**src/rtl/fre_pkg.sv**
```systemverilog
// Purpose: Shared constants and types of the fault reaction unit.
// Assumes: 200 MHz mclk, register port with 8-bit address and 32-bit data.
// Notes:   Every offset, field position, reset value and timing count lives here.
package fre_pkg;

  localparam int ADDR_W = 8;  // Register port address width.
  localparam int DATA_W = 32; // Register port data width.
  localparam int NFLT   = 8;  // Number of fault sources.
  localparam int NIRQ   = 5;  // Number of interrupt events.

  // Register offsets (byte addresses, one word each).
  localparam logic [ADDR_W-1:0] OFF_CTRL   = 8'h00;
  localparam logic [ADDR_W-1:0] OFF_FMASK  = 8'h04;
  localparam logic [ADDR_W-1:0] OFF_FSTAT  = 8'h08;
  localparam logic [ADDR_W-1:0] OFF_ISTAT  = 8'h0C;
  localparam logic [ADDR_W-1:0] OFF_IMASK  = 8'h10;
  localparam logic [ADDR_W-1:0] OFF_STATUS = 8'h14;

  // Control field: 0 selects the fault pin, 1 the emergency signal.
  localparam int CTRL_SEL_BIT = 0;
  localparam logic CTRL_SEL_RST = 1'b0;
  localparam logic [NFLT-1:0] FMASK_RST = 8'h00;
  localparam logic [NIRQ-1:0] IMASK_RST = 5'h00;

  // Fault source bit positions.
  localparam int FLT_CELL_OVUV = 0;
  localparam int FLT_NTC       = 1;
  localparam int FLT_OPEN_LOAD = 2;
  localparam int FLT_BAL_OCUC  = 3;
  localparam int FLT_ADC_CROSS = 4;
  localparam int FLT_OVERTEMP  = 5;
  localparam int FLT_REG_CRC   = 6;
  localparam int FLT_INTERNAL  = 7;

  // Interrupt event bit positions.
  localparam int IRQ_FAULT = 0; // Unmasked fault trigger rose.
  localparam int IRQ_DET   = 1; // Emergency signal accepted.
  localparam int IRQ_DONE  = 2; // Emission or forwarding finished.
  localparam int IRQ_WAKE  = 3; // Wake-up requested by the link.
  localparam int IRQ_LATE  = 4; // Diagnostic cycle overran its bound.

  // Status field positions.
  localparam int ST_PIN_BIT   = 0;
  localparam int ST_BUSY_BIT  = 1;
  localparam int ST_WOKEN_BIT = 2;
  localparam int ST_HOLD_BIT  = 3;
  localparam int ST_TRIG_BIT  = 4;

  // Timing.
  localparam int CLK_HZ        = 200_000_000;
  localparam int EMG_FREQ_HZ   = 50_000; // Nominal emergency signal frequency.
  localparam int EMG_FMIN_HZ   = 48_000;
  localparam int EMG_FMAX_HZ   = 52_000;
  localparam int EMG_HALF_CYC  = CLK_HZ / (2 * EMG_FREQ_HZ);
  localparam int EMG_PMIN_CYC  = (CLK_HZ + EMG_FMAX_HZ - 1) / EMG_FMAX_HZ;
  localparam int EMG_PMAX_CYC  = CLK_HZ / EMG_FMIN_HZ;
  localparam int EMG_TX_PER    = 32; // Transmitted periods.
  localparam int EMG_DET_IDLE  = 16; // Periods to detect while idle.
  localparam int EMG_DET_WOKEN = 4;  // Periods to detect after wake-up.
  localparam int DIAG_MAX_US   = 1200; // Diagnostic cycle bound, 1.2 ms.
  localparam int DIAG_MAX_CYC  = DIAG_MAX_US * (CLK_HZ / 1_000_000);
  localparam int WD_MAX_CYC    = 2_000_000; // Watchdog hold, plain default.

  // Register port request.
  typedef struct packed {
    logic [ADDR_W-1:0] addr;
    logic [DATA_W-1:0] wdata;
    logic              wr;
    logic              rd;
  } fre_bus_t;

  // One link interface as driven by this unit.
  typedef struct packed {
    logic tx;
    logic oe;
  } fre_link_t;

  typedef enum logic [1:0] {ST_IDLE, ST_EMIT, ST_FWD} fre_state_t;

endpackage

```
**src/rtl/fre_top.sv**
```systemverilog
// Purpose: Fault reaction unit: fault pin or emergency signal on the chain link.
// Assumes: All inputs synchronous to mclk; link lines carry plain levels.
// Notes:   Interface A and B face the two chain neighbours.
//
// Chosen here: the address-and-strobe port and the placing of the registers.
`timescale 1ns/100ps

////////////////////////////////////////////////////////////////////////////////
// Period detector for one link interface.
module fre_det #(
  parameter int PMIN = 3847,
  parameter int PMAX = 4166
) (
  input  wire logic       mclk,
  input  wire logic       rst_n,
  input  wire logic       rx,    // Received line level.
  input  wire logic       gate,  // High while we drive this interface.
  input  wire logic [4:0] need,  // Periods needed for a detection.
  output logic            hit    // One-cycle detection pulse.
);

  logic        rx_q;   // Previous line level for edge finding.
  logic        seen_q; // A first rising edge has been seen.
  logic [15:0] gap_q;  // Cycles since the last rising edge.
  logic [4:0]  cnt_q;  // Valid periods counted so far.
  logic        rise;
  logic        good;

  assign rise = rx & ~rx_q;
  // A period is good when the edge spacing lies in the frequency window.
  assign good = seen_q && (32'(gap_q) + 1 >= PMIN) && (32'(gap_q) + 1 <= PMAX);

  // Edge spacing counter; saturates so a dead line cannot wrap into the window.
  always_ff @(posedge mclk) begin
    if (!rst_n || gate || rise) begin
      gap_q <= 16'h0000;
    end else if (32'(gap_q) < PMAX) begin
      gap_q <= gap_q + 16'h0001;
    end
  end

  // Period counting; our own transmission is not heard back.
  always_ff @(posedge mclk) begin
    rx_q <= rx;
    hit  <= 1'b0;
    if (!rst_n || gate) begin
      seen_q <= 1'b0;
      cnt_q  <= 5'h00;
    end else if (rise) begin
      seen_q <= 1'b1;
      if (good && (cnt_q + 5'h01 >= need)) begin
        hit   <= 1'b1;
        cnt_q <= 5'h00;
      end else if (good) begin
        cnt_q <= cnt_q + 5'h01;
      end else begin
        cnt_q <= 5'h00; // A bad spacing restarts the count from this edge.
      end
    end else if (32'(gap_q) >= PMAX) begin
      seen_q <= 1'b0;
      cnt_q  <= 5'h00;
    end
  end

endmodule

////////////////////////////////////////////////////////////////////////////////
// Top of the fault reaction unit.
module fre_top #(
  parameter int HALF_CYC = fre_pkg::EMG_HALF_CYC,
  parameter int PMIN_CYC = fre_pkg::EMG_PMIN_CYC,
  parameter int PMAX_CYC = fre_pkg::EMG_PMAX_CYC,
  parameter int DIAG_CYC = fre_pkg::DIAG_MAX_CYC,
  parameter int WD_CYC   = fre_pkg::WD_MAX_CYC
) (
  input  wire logic                        mclk,
  input  wire logic                        rst_n,
  input  wire fre_pkg::fre_bus_t           bus,
  output fre_pkg::fre_bus_t                unused_bus_echo,
  output logic [fre_pkg::DATA_W-1:0]       rdata,
  input  wire logic [fre_pkg::NFLT-1:0]    fault_in,
  input  wire logic                        sleep_mode,
  input  wire logic                        a_is_host,
  input  wire logic                        diag_busy,
  input  wire logic                        diag_from_sleep,
  input  wire logic                        diag_delay_short,
  input  wire logic                        link_a_rx,
  input  wire logic                        link_b_rx,
  output fre_pkg::fre_link_t               link_a,
  output fre_pkg::fre_link_t               link_b,
  output logic                             fault_pin_o,
  output logic                             fault_pin_oe,
  output logic                             wake_req,
  output logic                             sleep_ret,
  output logic                             hold_awake,
  output logic                             irq
);

  localparam int HALF = HALF_CYC;

  logic                     sel_q;   // Reaction select: 1 emergency, 0 pin.
  logic [fre_pkg::NFLT-1:0] fmask_q; // Fault mask, set bit suppresses.
  logic [fre_pkg::NFLT-1:0] fstat_q; // Latched faults.
  logic [fre_pkg::NIRQ-1:0] istat_q; // Sticky interrupt events.
  logic [fre_pkg::NIRQ-1:0] imask_q; // Interrupt enables.
  logic [fre_pkg::NIRQ-1:0] ev;      // Events of this cycle.
  fre_pkg::fre_state_t      st_q;    // Link activity state.
  logic [1:0]               side_q;  // Bit 0 drives A, bit 1 drives B.
  logic [15:0]              half_q;  // Half period counter.
  logic [5:0]               per_q;   // Transmitted periods.
  logic                     lvl_q;   // Transmitted level.
  logic                     trig;    // OR of unmasked faults.
  logic                     trig_q;
  logic                     rise;
  logic                     pend_q;  // Own emission waiting for the link.
  logic                     woken_q; // Woken by the emergency signal.
  logic                     done;
  logic                     det_a;
  logic                     det_b;
  logic                     acc_a;
  logic                     acc_b;
  logic [4:0]               need;
  logic [31:0]              wd_q;    // Hold-awake timer.
  logic [31:0]              dg_q;    // Diagnostic cycle timer.
  logic                     late;
  logic                     wr_fstat;
  logic                     wr_istat;

  // The register request has no outputs of its own; tied off from reset.
  always_ff @(posedge mclk) begin
    unused_bus_echo <= '0;
  end

  ////////////////////////////////////////////////////////////////////////////
  // Fault trigger.
  assign trig = |(fault_in & ~fmask_q);
  assign rise = trig & ~trig_q;

  always_ff @(posedge mclk) begin
    if (!rst_n) begin
      trig_q <= 1'b0;
    end else begin
      trig_q <= trig;
    end
  end

  ////////////////////////////////////////////////////////////////////////////
  // Detection and acceptance.
  // A sleeping or woken device listens for the short count, otherwise the idle count.
  assign need = (woken_q || sleep_mode) ? 5'(fre_pkg::EMG_DET_WOKEN)
                                        : 5'(fre_pkg::EMG_DET_IDLE);

  fre_det #(.PMIN(PMIN_CYC), .PMAX(PMAX_CYC)) u_det_a (
    .mclk (mclk),
    .rst_n(rst_n),
    .rx   (link_a_rx),
    .gate (link_a.oe),
    .need (need),
    .hit  (det_a)
  );

  fre_det #(.PMIN(PMIN_CYC), .PMAX(PMAX_CYC)) u_det_b (
    .mclk (mclk),
    .rst_n(rst_n),
    .rx   (link_b_rx),
    .gate (link_b.oe),
    .need (need),
    .hit  (det_b)
  );

  // Asleep either side is accepted; awake only the side away from the host.
  assign acc_a = det_a && (st_q == fre_pkg::ST_IDLE) && (sleep_mode || !a_is_host);
  assign acc_b = det_b && (st_q == fre_pkg::ST_IDLE) && (sleep_mode || a_is_host);

  ////////////////////////////////////////////////////////////////////////////
  // Link state machine and waveform generator.
  assign done = (st_q != fre_pkg::ST_IDLE) && (32'(half_q) == HALF - 1) && !lvl_q
                && (32'(per_q) == fre_pkg::EMG_TX_PER - 1);

  // Forwarding wins over a pending own emission; the emission follows after.
  always_ff @(posedge mclk) begin
    if (!rst_n) begin
      st_q   <= fre_pkg::ST_IDLE;
      side_q <= 2'b00;
      half_q <= 16'h0000;
      per_q  <= 6'h00;
      lvl_q  <= 1'b0;
    end else begin
      case (st_q)
        fre_pkg::ST_IDLE: begin
          half_q <= 16'h0000;
          per_q  <= 6'h00;
          lvl_q  <= 1'b1;
          if (acc_a || acc_b) begin
            st_q   <= fre_pkg::ST_FWD;
            side_q <= acc_a ? 2'b10 : 2'b01;
          end else if (pend_q) begin
            st_q   <= fre_pkg::ST_EMIT;
            side_q <= 2'b11; // Own emission goes to both neighbours.
          end
        end
        fre_pkg::ST_EMIT, fre_pkg::ST_FWD: begin
          if (32'(half_q) == HALF - 1) begin
            half_q <= 16'h0000;
            lvl_q  <= ~lvl_q;
            if (!lvl_q) begin
              per_q <= per_q + 6'h01;
            end
          end else begin
            half_q <= half_q + 16'h0001;
          end
          if (done) begin
            st_q   <= fre_pkg::ST_IDLE;
            side_q <= 2'b00;
          end
        end
        default: begin
          st_q <= fre_pkg::ST_IDLE;
        end
      endcase
    end
  end

  // Link pins come straight from flops; idle lines are released.
  always_ff @(posedge mclk) begin
    if (!rst_n) begin
      link_a <= '0;
      link_b <= '0;
    end else begin
      link_a.oe <= side_q[0] && !done;
      link_b.oe <= side_q[1] && !done;
      link_a.tx <= side_q[0] && !done && lvl_q;
      link_b.tx <= side_q[1] && !done && lvl_q;
    end
  end

  // A trigger with the emergency reaction selected queues an emission.
  always_ff @(posedge mclk) begin
    if (!rst_n) begin
      pend_q <= 1'b0;
    end else if (rise && sel_q) begin
      pend_q <= 1'b1;
    end else if (st_q == fre_pkg::ST_IDLE && !(acc_a || acc_b)) begin
      pend_q <= 1'b0;
    end
  end

  ////////////////////////////////////////////////////////////////////////////
  // Sleep handling: wake on detection, go back after forwarding.
  always_ff @(posedge mclk) begin
    if (!rst_n) begin
      woken_q   <= 1'b0;
      wake_req  <= 1'b0;
      sleep_ret <= 1'b0;
    end else begin
      wake_req  <= (acc_a || acc_b) && sleep_mode;
      sleep_ret <= done && woken_q && st_q == fre_pkg::ST_FWD;
      if ((acc_a || acc_b) && sleep_mode) begin
        woken_q <= 1'b1;
      end else if (done && st_q == fre_pkg::ST_FWD) begin
        woken_q <= 1'b0;
      end
    end
  end

  // A pin fault seen in a diagnostic run from sleep keeps the device awake.
  always_ff @(posedge mclk) begin
    if (!rst_n) begin
      hold_awake <= 1'b0;
      wd_q       <= 32'h0000_0000;
    end else if (rise && !sel_q && diag_from_sleep) begin
      hold_awake <= 1'b1;
      wd_q       <= 32'h0000_0000;
    end else if (hold_awake) begin
      wd_q <= wd_q + 32'h0000_0001;
      if (32'(wd_q) >= WD_CYC - 1) begin
        hold_awake <= 1'b0;
      end
    end
  end

  // Diagnostic cycle watch; only meaningful with the short delay setting.
  assign late = diag_busy && diag_delay_short && (32'(dg_q) == DIAG_CYC);

  always_ff @(posedge mclk) begin
    if (!rst_n || !diag_busy) begin
      dg_q <= 32'h0000_0000;
    end else if (32'(dg_q) <= DIAG_CYC) begin
      dg_q <= dg_q + 32'h0000_0001;
    end
  end

  ////////////////////////////////////////////////////////////////////////////
  // Fault pin: driven to the rail while a latched unmasked fault stands, the pin reaction is selected and the device is awake.
  always_ff @(posedge mclk) begin
    if (!rst_n) begin
      fault_pin_o  <= 1'b0;
      fault_pin_oe <= 1'b0;
    end else begin
      fault_pin_o  <= !sel_q && |(fstat_q & ~fmask_q) && !sleep_mode;
      fault_pin_oe <= !sel_q && |(fstat_q & ~fmask_q) && !sleep_mode;
    end
  end

  ////////////////////////////////////////////////////////////////////////////
  // Register file.
  assign wr_fstat = bus.wr && bus.addr == fre_pkg::OFF_FSTAT;
  assign wr_istat = bus.wr && bus.addr == fre_pkg::OFF_ISTAT;
  assign ev = {late, (acc_a || acc_b) && sleep_mode, done, acc_a || acc_b, rise};

  // Control and mask registers.
  always_ff @(posedge mclk) begin
    if (!rst_n) begin
      sel_q   <= fre_pkg::CTRL_SEL_RST;
      fmask_q <= fre_pkg::FMASK_RST;
      imask_q <= fre_pkg::IMASK_RST;
    end else if (bus.wr) begin
      if (bus.addr == fre_pkg::OFF_CTRL) begin
        sel_q <= bus.wdata[fre_pkg::CTRL_SEL_BIT];
      end
      if (bus.addr == fre_pkg::OFF_FMASK) begin
        fmask_q <= bus.wdata[fre_pkg::NFLT-1:0];
      end
      if (bus.addr == fre_pkg::OFF_IMASK) begin
        imask_q <= bus.wdata[fre_pkg::NIRQ-1:0];
      end
    end
  end

  // Sticky flags: write one to clear, a new set in the same cycle wins.
  always_ff @(posedge mclk) begin
    if (!rst_n) begin
      fstat_q <= '0;
      istat_q <= '0;
    end else begin
      fstat_q <= (fstat_q & ~(wr_fstat ? bus.wdata[fre_pkg::NFLT-1:0] : '0)) | fault_in;
      istat_q <= (istat_q & ~(wr_istat ? bus.wdata[fre_pkg::NIRQ-1:0] : '0)) | ev;
    end
  end

  // Interrupt level from the next flag values, so it rises with the flag.
  always_ff @(posedge mclk) begin
    if (!rst_n) begin
      irq <= 1'b0;
    end else begin
      irq <= |(((istat_q & ~(wr_istat ? bus.wdata[fre_pkg::NIRQ-1:0] : '0)) | ev) & imask_q);
    end
  end

  // Read data one cycle after the strobe; unmapped addresses read zero.
  always_ff @(posedge mclk) begin
    if (!rst_n || !bus.rd) begin
      rdata <= '0;
    end else begin
      case (bus.addr)
        fre_pkg::OFF_CTRL:   rdata <= 32'(sel_q);
        fre_pkg::OFF_FMASK:  rdata <= 32'(fmask_q);
        fre_pkg::OFF_FSTAT:  rdata <= 32'(fstat_q);
        fre_pkg::OFF_ISTAT:  rdata <= 32'(istat_q);
        fre_pkg::OFF_IMASK:  rdata <= 32'(imask_q);
        fre_pkg::OFF_STATUS: rdata <= 32'({trig, hold_awake, woken_q,
                                           st_q != fre_pkg::ST_IDLE, fault_pin_o});
        default:             rdata <= '0;
      endcase
    end
  end

endmodule

```
**config.mk**
```make
export PLATFORM = sky130hd
export DESIGN_NAME = fre_top
export DESIGN_NICKNAME = d
export VERILOG_FILES = /design/src/rtl/fre_pkg.sv /design/src/rtl/fre_top.sv
export SDC_FILE = /design/constraint.sdc
export NUM_CORES = 1
export LEC_CHECK = 0
export BUFFER_PORTS_ARGS = -buffer_cell sky130_fd_sc_hd__buf_2
export CORE_MARGIN = 4
export CORE_UTILIZATION = 44
export DETAILED_ROUTE_END_ITERATION = 7
export GPL_TIMING_DRIVEN = 0
export PLACE_DENSITY = 0.65
export REMOVE_ABC_BUFFERS = 1
export SYNTH_ARGS = -nofsm -noshare
export SYNTH_HDL_FRONTEND = slang
export SYNTH_SLANG_ARGS = --single-unit
```
**constraint.sdc**
```tcl
create_clock -name mclk -period 5.9 [get_ports mclk]
set_input_delay 0.295 -clock mclk [delete_from_list [all_inputs] [get_ports mclk]]
set_output_delay 0.295 -clock mclk [all_outputs]
set_load 0.02 [all_outputs]
```
==> summary.txt <==
Placed design
  – Number of buffers added on ports: 52
  – Placed cell count: 1406
  – HPWL Detailed: 13.7 mm
  – Routability cong.: 0.837

Synth
  – Syn Std Cell Area: around 9400 µm²
  – Seq cells post-synth: 186
  – Synth unique cells: 73
  – Predominant post-synthesis flop cell: dfxtp_1
  – Mapped Cells: 1131
  – Post-synthesis sequential area ratio: 0.395
  – Yosys warns: 0
  – Avg Inst Size Synth: 8.33 µm²
  – Post-synth EDFFs: 0
  – Synth async-reset ratio: 0

Drt
  – # DRC: 0
  – WL per Instance: around 14 µm
  – Starting DRT DRC Count: between 300 and 400
  – Vias per cell: ~5.2
  – Routed Wire Length: 19.6 mm
  – Pre-antenna DRT Iters: 7
  – Via count: between 7000 and 8000
  – Antenna Violating Nets Remaining: 0

Global route
  – GR Overflow Total: 0
  – Gr usage total: 0.164
  – Vias in the first global route: between 6000 and 7000
  – Initial antenna violation count: 0
  – Largest net degree at the start of global routing: 40
  – First-pass GRT wire length: 33.2 mm

Floorplanning
  – Io pins: 143
  – Die Area: 23800 µm²
  – Initial Util: 0.448
  – Die Width: between 150 and 200 µm
  – Chip Height: ~150 µm
  – # rows: 53
  – Core box area: approximately 21000 µm²

Setup path
  – CP cell instances: inv_1 -> ha_1 -> or4b_1 -> and4bb_2 -> a211o_1 -> nor2b_1 -> nand3_1 -> or3_1 -> a21oi_1
  – Critical path type: reg2reg
  – Arr. time, crit path: between 3 and 4 ns
  – CP max stage cell: nor2b_1
  – Worst Path Required: 6.24 ns
  – Startpoint class of the critical path: flip-flop
  – Crit path max fanout: 10
  – Critical Path End Type: flip-flop
  – Crit-path max cell delay: 0.53 ns

Power
  – Lkg Pwr: just under 4 nW
  – Maximum vdd ir drop: approximately 0.17 mV
  – Pwr/cell area: between 200 and 300 nW/µm²
  – Total power: ~2.6 mW

Clock network
  – Clock Tree Buf Depth: 2
  – CTS buffer count: 17
  – H-tree levels: 4
  – Worst-path clk slew: 0.07 ns
  – Clk root buf: clkbuf_16
  – Clk_lat worst skew: 0.43 ns
  – Sink Count: approximately 190
  – CTS tree: done

STA
  – Fmax: around 0.33 GHz
  – Setup violators final: 0
  – Tcrit/Tclk final: 0.511
  – RSZ-0062 raised after global routing: no
  – Setup_tns: 0 ns
  – Rel. slew slack: 0.0971
  – Min Tclk post-route: 3.02 ns
  – Worst-Margin Slew: between 1 and 1.5 ns
  – Final Max Tran Viols: 0
  – Fin. Hold Viols: 0
  – Fin Clk Skew: approximately 0.013 ns

Finish
  – Ratio of cells with drive above 1 in the final layout: 0.0884
  – Most common cell after layout, fill and taps aside: dfxtp_1
  – Final Net Count: 1235
  – Core Util, Final: 0.485
  – Most frequent cells in the layout: dfxtp_1, nor2_1, nand2_1, conb_1, a21oi_1
  – Area Overhead vs Synth: 8.14%
  – Diode count: 0
  – Non-filler cells, final: 1440

Run status
  – Status: completed

Hold path
  – Hold Path Class: in2reg

Flow run
  – Max Cap Viol: 0
-- worst paths after layout --
kind                         start                to  slack, ns  cells past startpoint
setup reg to reg           dg_q[1]          dg_q[10]       2.88                      9
setup / recovery           dg_q[1]          dg_q[10]       2.88                      9
hold / removal         fault_in[5]        fstat_q[5]       0.11                      3
hold reg to reg   u_det_a.cnt_q[4]  u_det_a.cnt_q[4]       0.45                      2
-- per-stage QoR --
step,setup slack (ns),hold slack [ns],area [µm²]
after floorplan,3.42,0.323,8940
after global placement,2.96,0.410,9540
final,2.88,0.114,10200
after global routing,2.62,0.117,10200
after CTS,2.91,0.0988,10200
after detailed placement,2.94,0.413,9540
-- what timing repair did --
action	in CTS	in global routing
hold endpoints to repair	2	0
buffers inserted	0	0
gates resized for setup	0	0
hold buffers	2	0
endpoints found under the setup margin	0	0
-- sequential cells by signal, indices dropped and copies added, names as in the netlist, 2 cells and up --
| signal | count |
|---|---|
| u_det_a.gap_q | 16 |
| fstat_q | 8 |
| u_det_b.gap_q | 16 |
| dg_q | 32 |
| st_q | 2 |
| istat_q | 5 |
| u_det_b.cnt_q | 5 |
| u_det_a.cnt_q | 5 |
| half_q | 16 |
| link_b | 2 |
| wd_q | 32 |
| per_q | 6 |
| rdata | 8 |
| side_q | 2 |
| link_a | 2 |
| fmask_q | 8 |
| imask_q | 5 |
-- metal layers --
metal	vias to the layer above	global-route usage	share of wire
li1	3824	-	-
met1	3520	0.228	0.48
met2	129	0.259	0.46
met3	22	0.0319	0.038
met4	0	0.0509	0.016
met5	-	0	0
-- critical path: cells and delay by family, from the launching register on --
family          cells  cell delay (ns)
flops               1             0.35
buf+inv             1             0.09
simple gates        5             2.07
fa+ha+maj           1             0.14
compound gates      2             0.28
-- Yosys cell counts, types with 12 or more instances --
cell / n / area share
nand2_1: 94 / 0.037
clkbuf_1: 31 / 0.012
a21oi_1: 59 / 0.031
and2_1: 12 / 0.0080
a22oi_1: 12 / 0.0096
o21ai_0: 18 / 0.0096
buf_4: 72 / 0.057
nor4_1: 18 / 0.012
nor2_1: 150 / 0.060
nor3_1: 20 / 0.011
nand4_1: 30 / 0.020
ha_1: 24 / 0.032
and3_1: 43 / 0.029
xnor2_1: 44 / 0.041
inv_1: 43 / 0.017
dfxtp_1: 186 / 0.40
nand3_1: 56 / 0.030
xor2_1: 56 / 0.052
-- report_power, final --
group | total [mW] | internal [mW] | switching (mW) | leakage [nW]
Clock | 1.21 | 0.690 | 0.521 | 0.298
Combinational | 0.126 | 0.0316 | 0.0948 | 2.15
Sequential | 1.28 | 1.27 | 0.0134 | 1.50
Total | 2.62 | 1.99 | 0.630 | 3.95
-- logic make-up after synthesis --
| kind of cell | after synthesis | synth area share |
|---|---|---|
| buffers and inverters | 160 | 0.0940 |
| and+or+nand+nor | 491 | 0.263 |
| DFF | 186 | 0.395 |
| adders and majority gates | 24 | 0.0319 |
| other | 1 | 0.000398 |
| muxes | 8 | 0.00996 |
| xor gates and xnor gates | 100 | 0.0930 |
| AOI/OAI and AO/OA | 161 | 0.113 |
-- area by class of cell --
| cell class | count | area [µm²] |
|---|---|---|
| Fill cell | 2105 | 10800 |
| Multi-Input combinational cell | 850 | 5050 |
| Sequential cell | 186 | 3720 |
| Clock buffer | 18 | 439 |
| Tap cell | 275 | 344 |
| Timing Repair Buffer | 54 | 280 |
| Clock inverter | 14 | 184 |
| Inverter | 43 | 161 |
No activity file was read; power rests on OpenSTA's default activity.
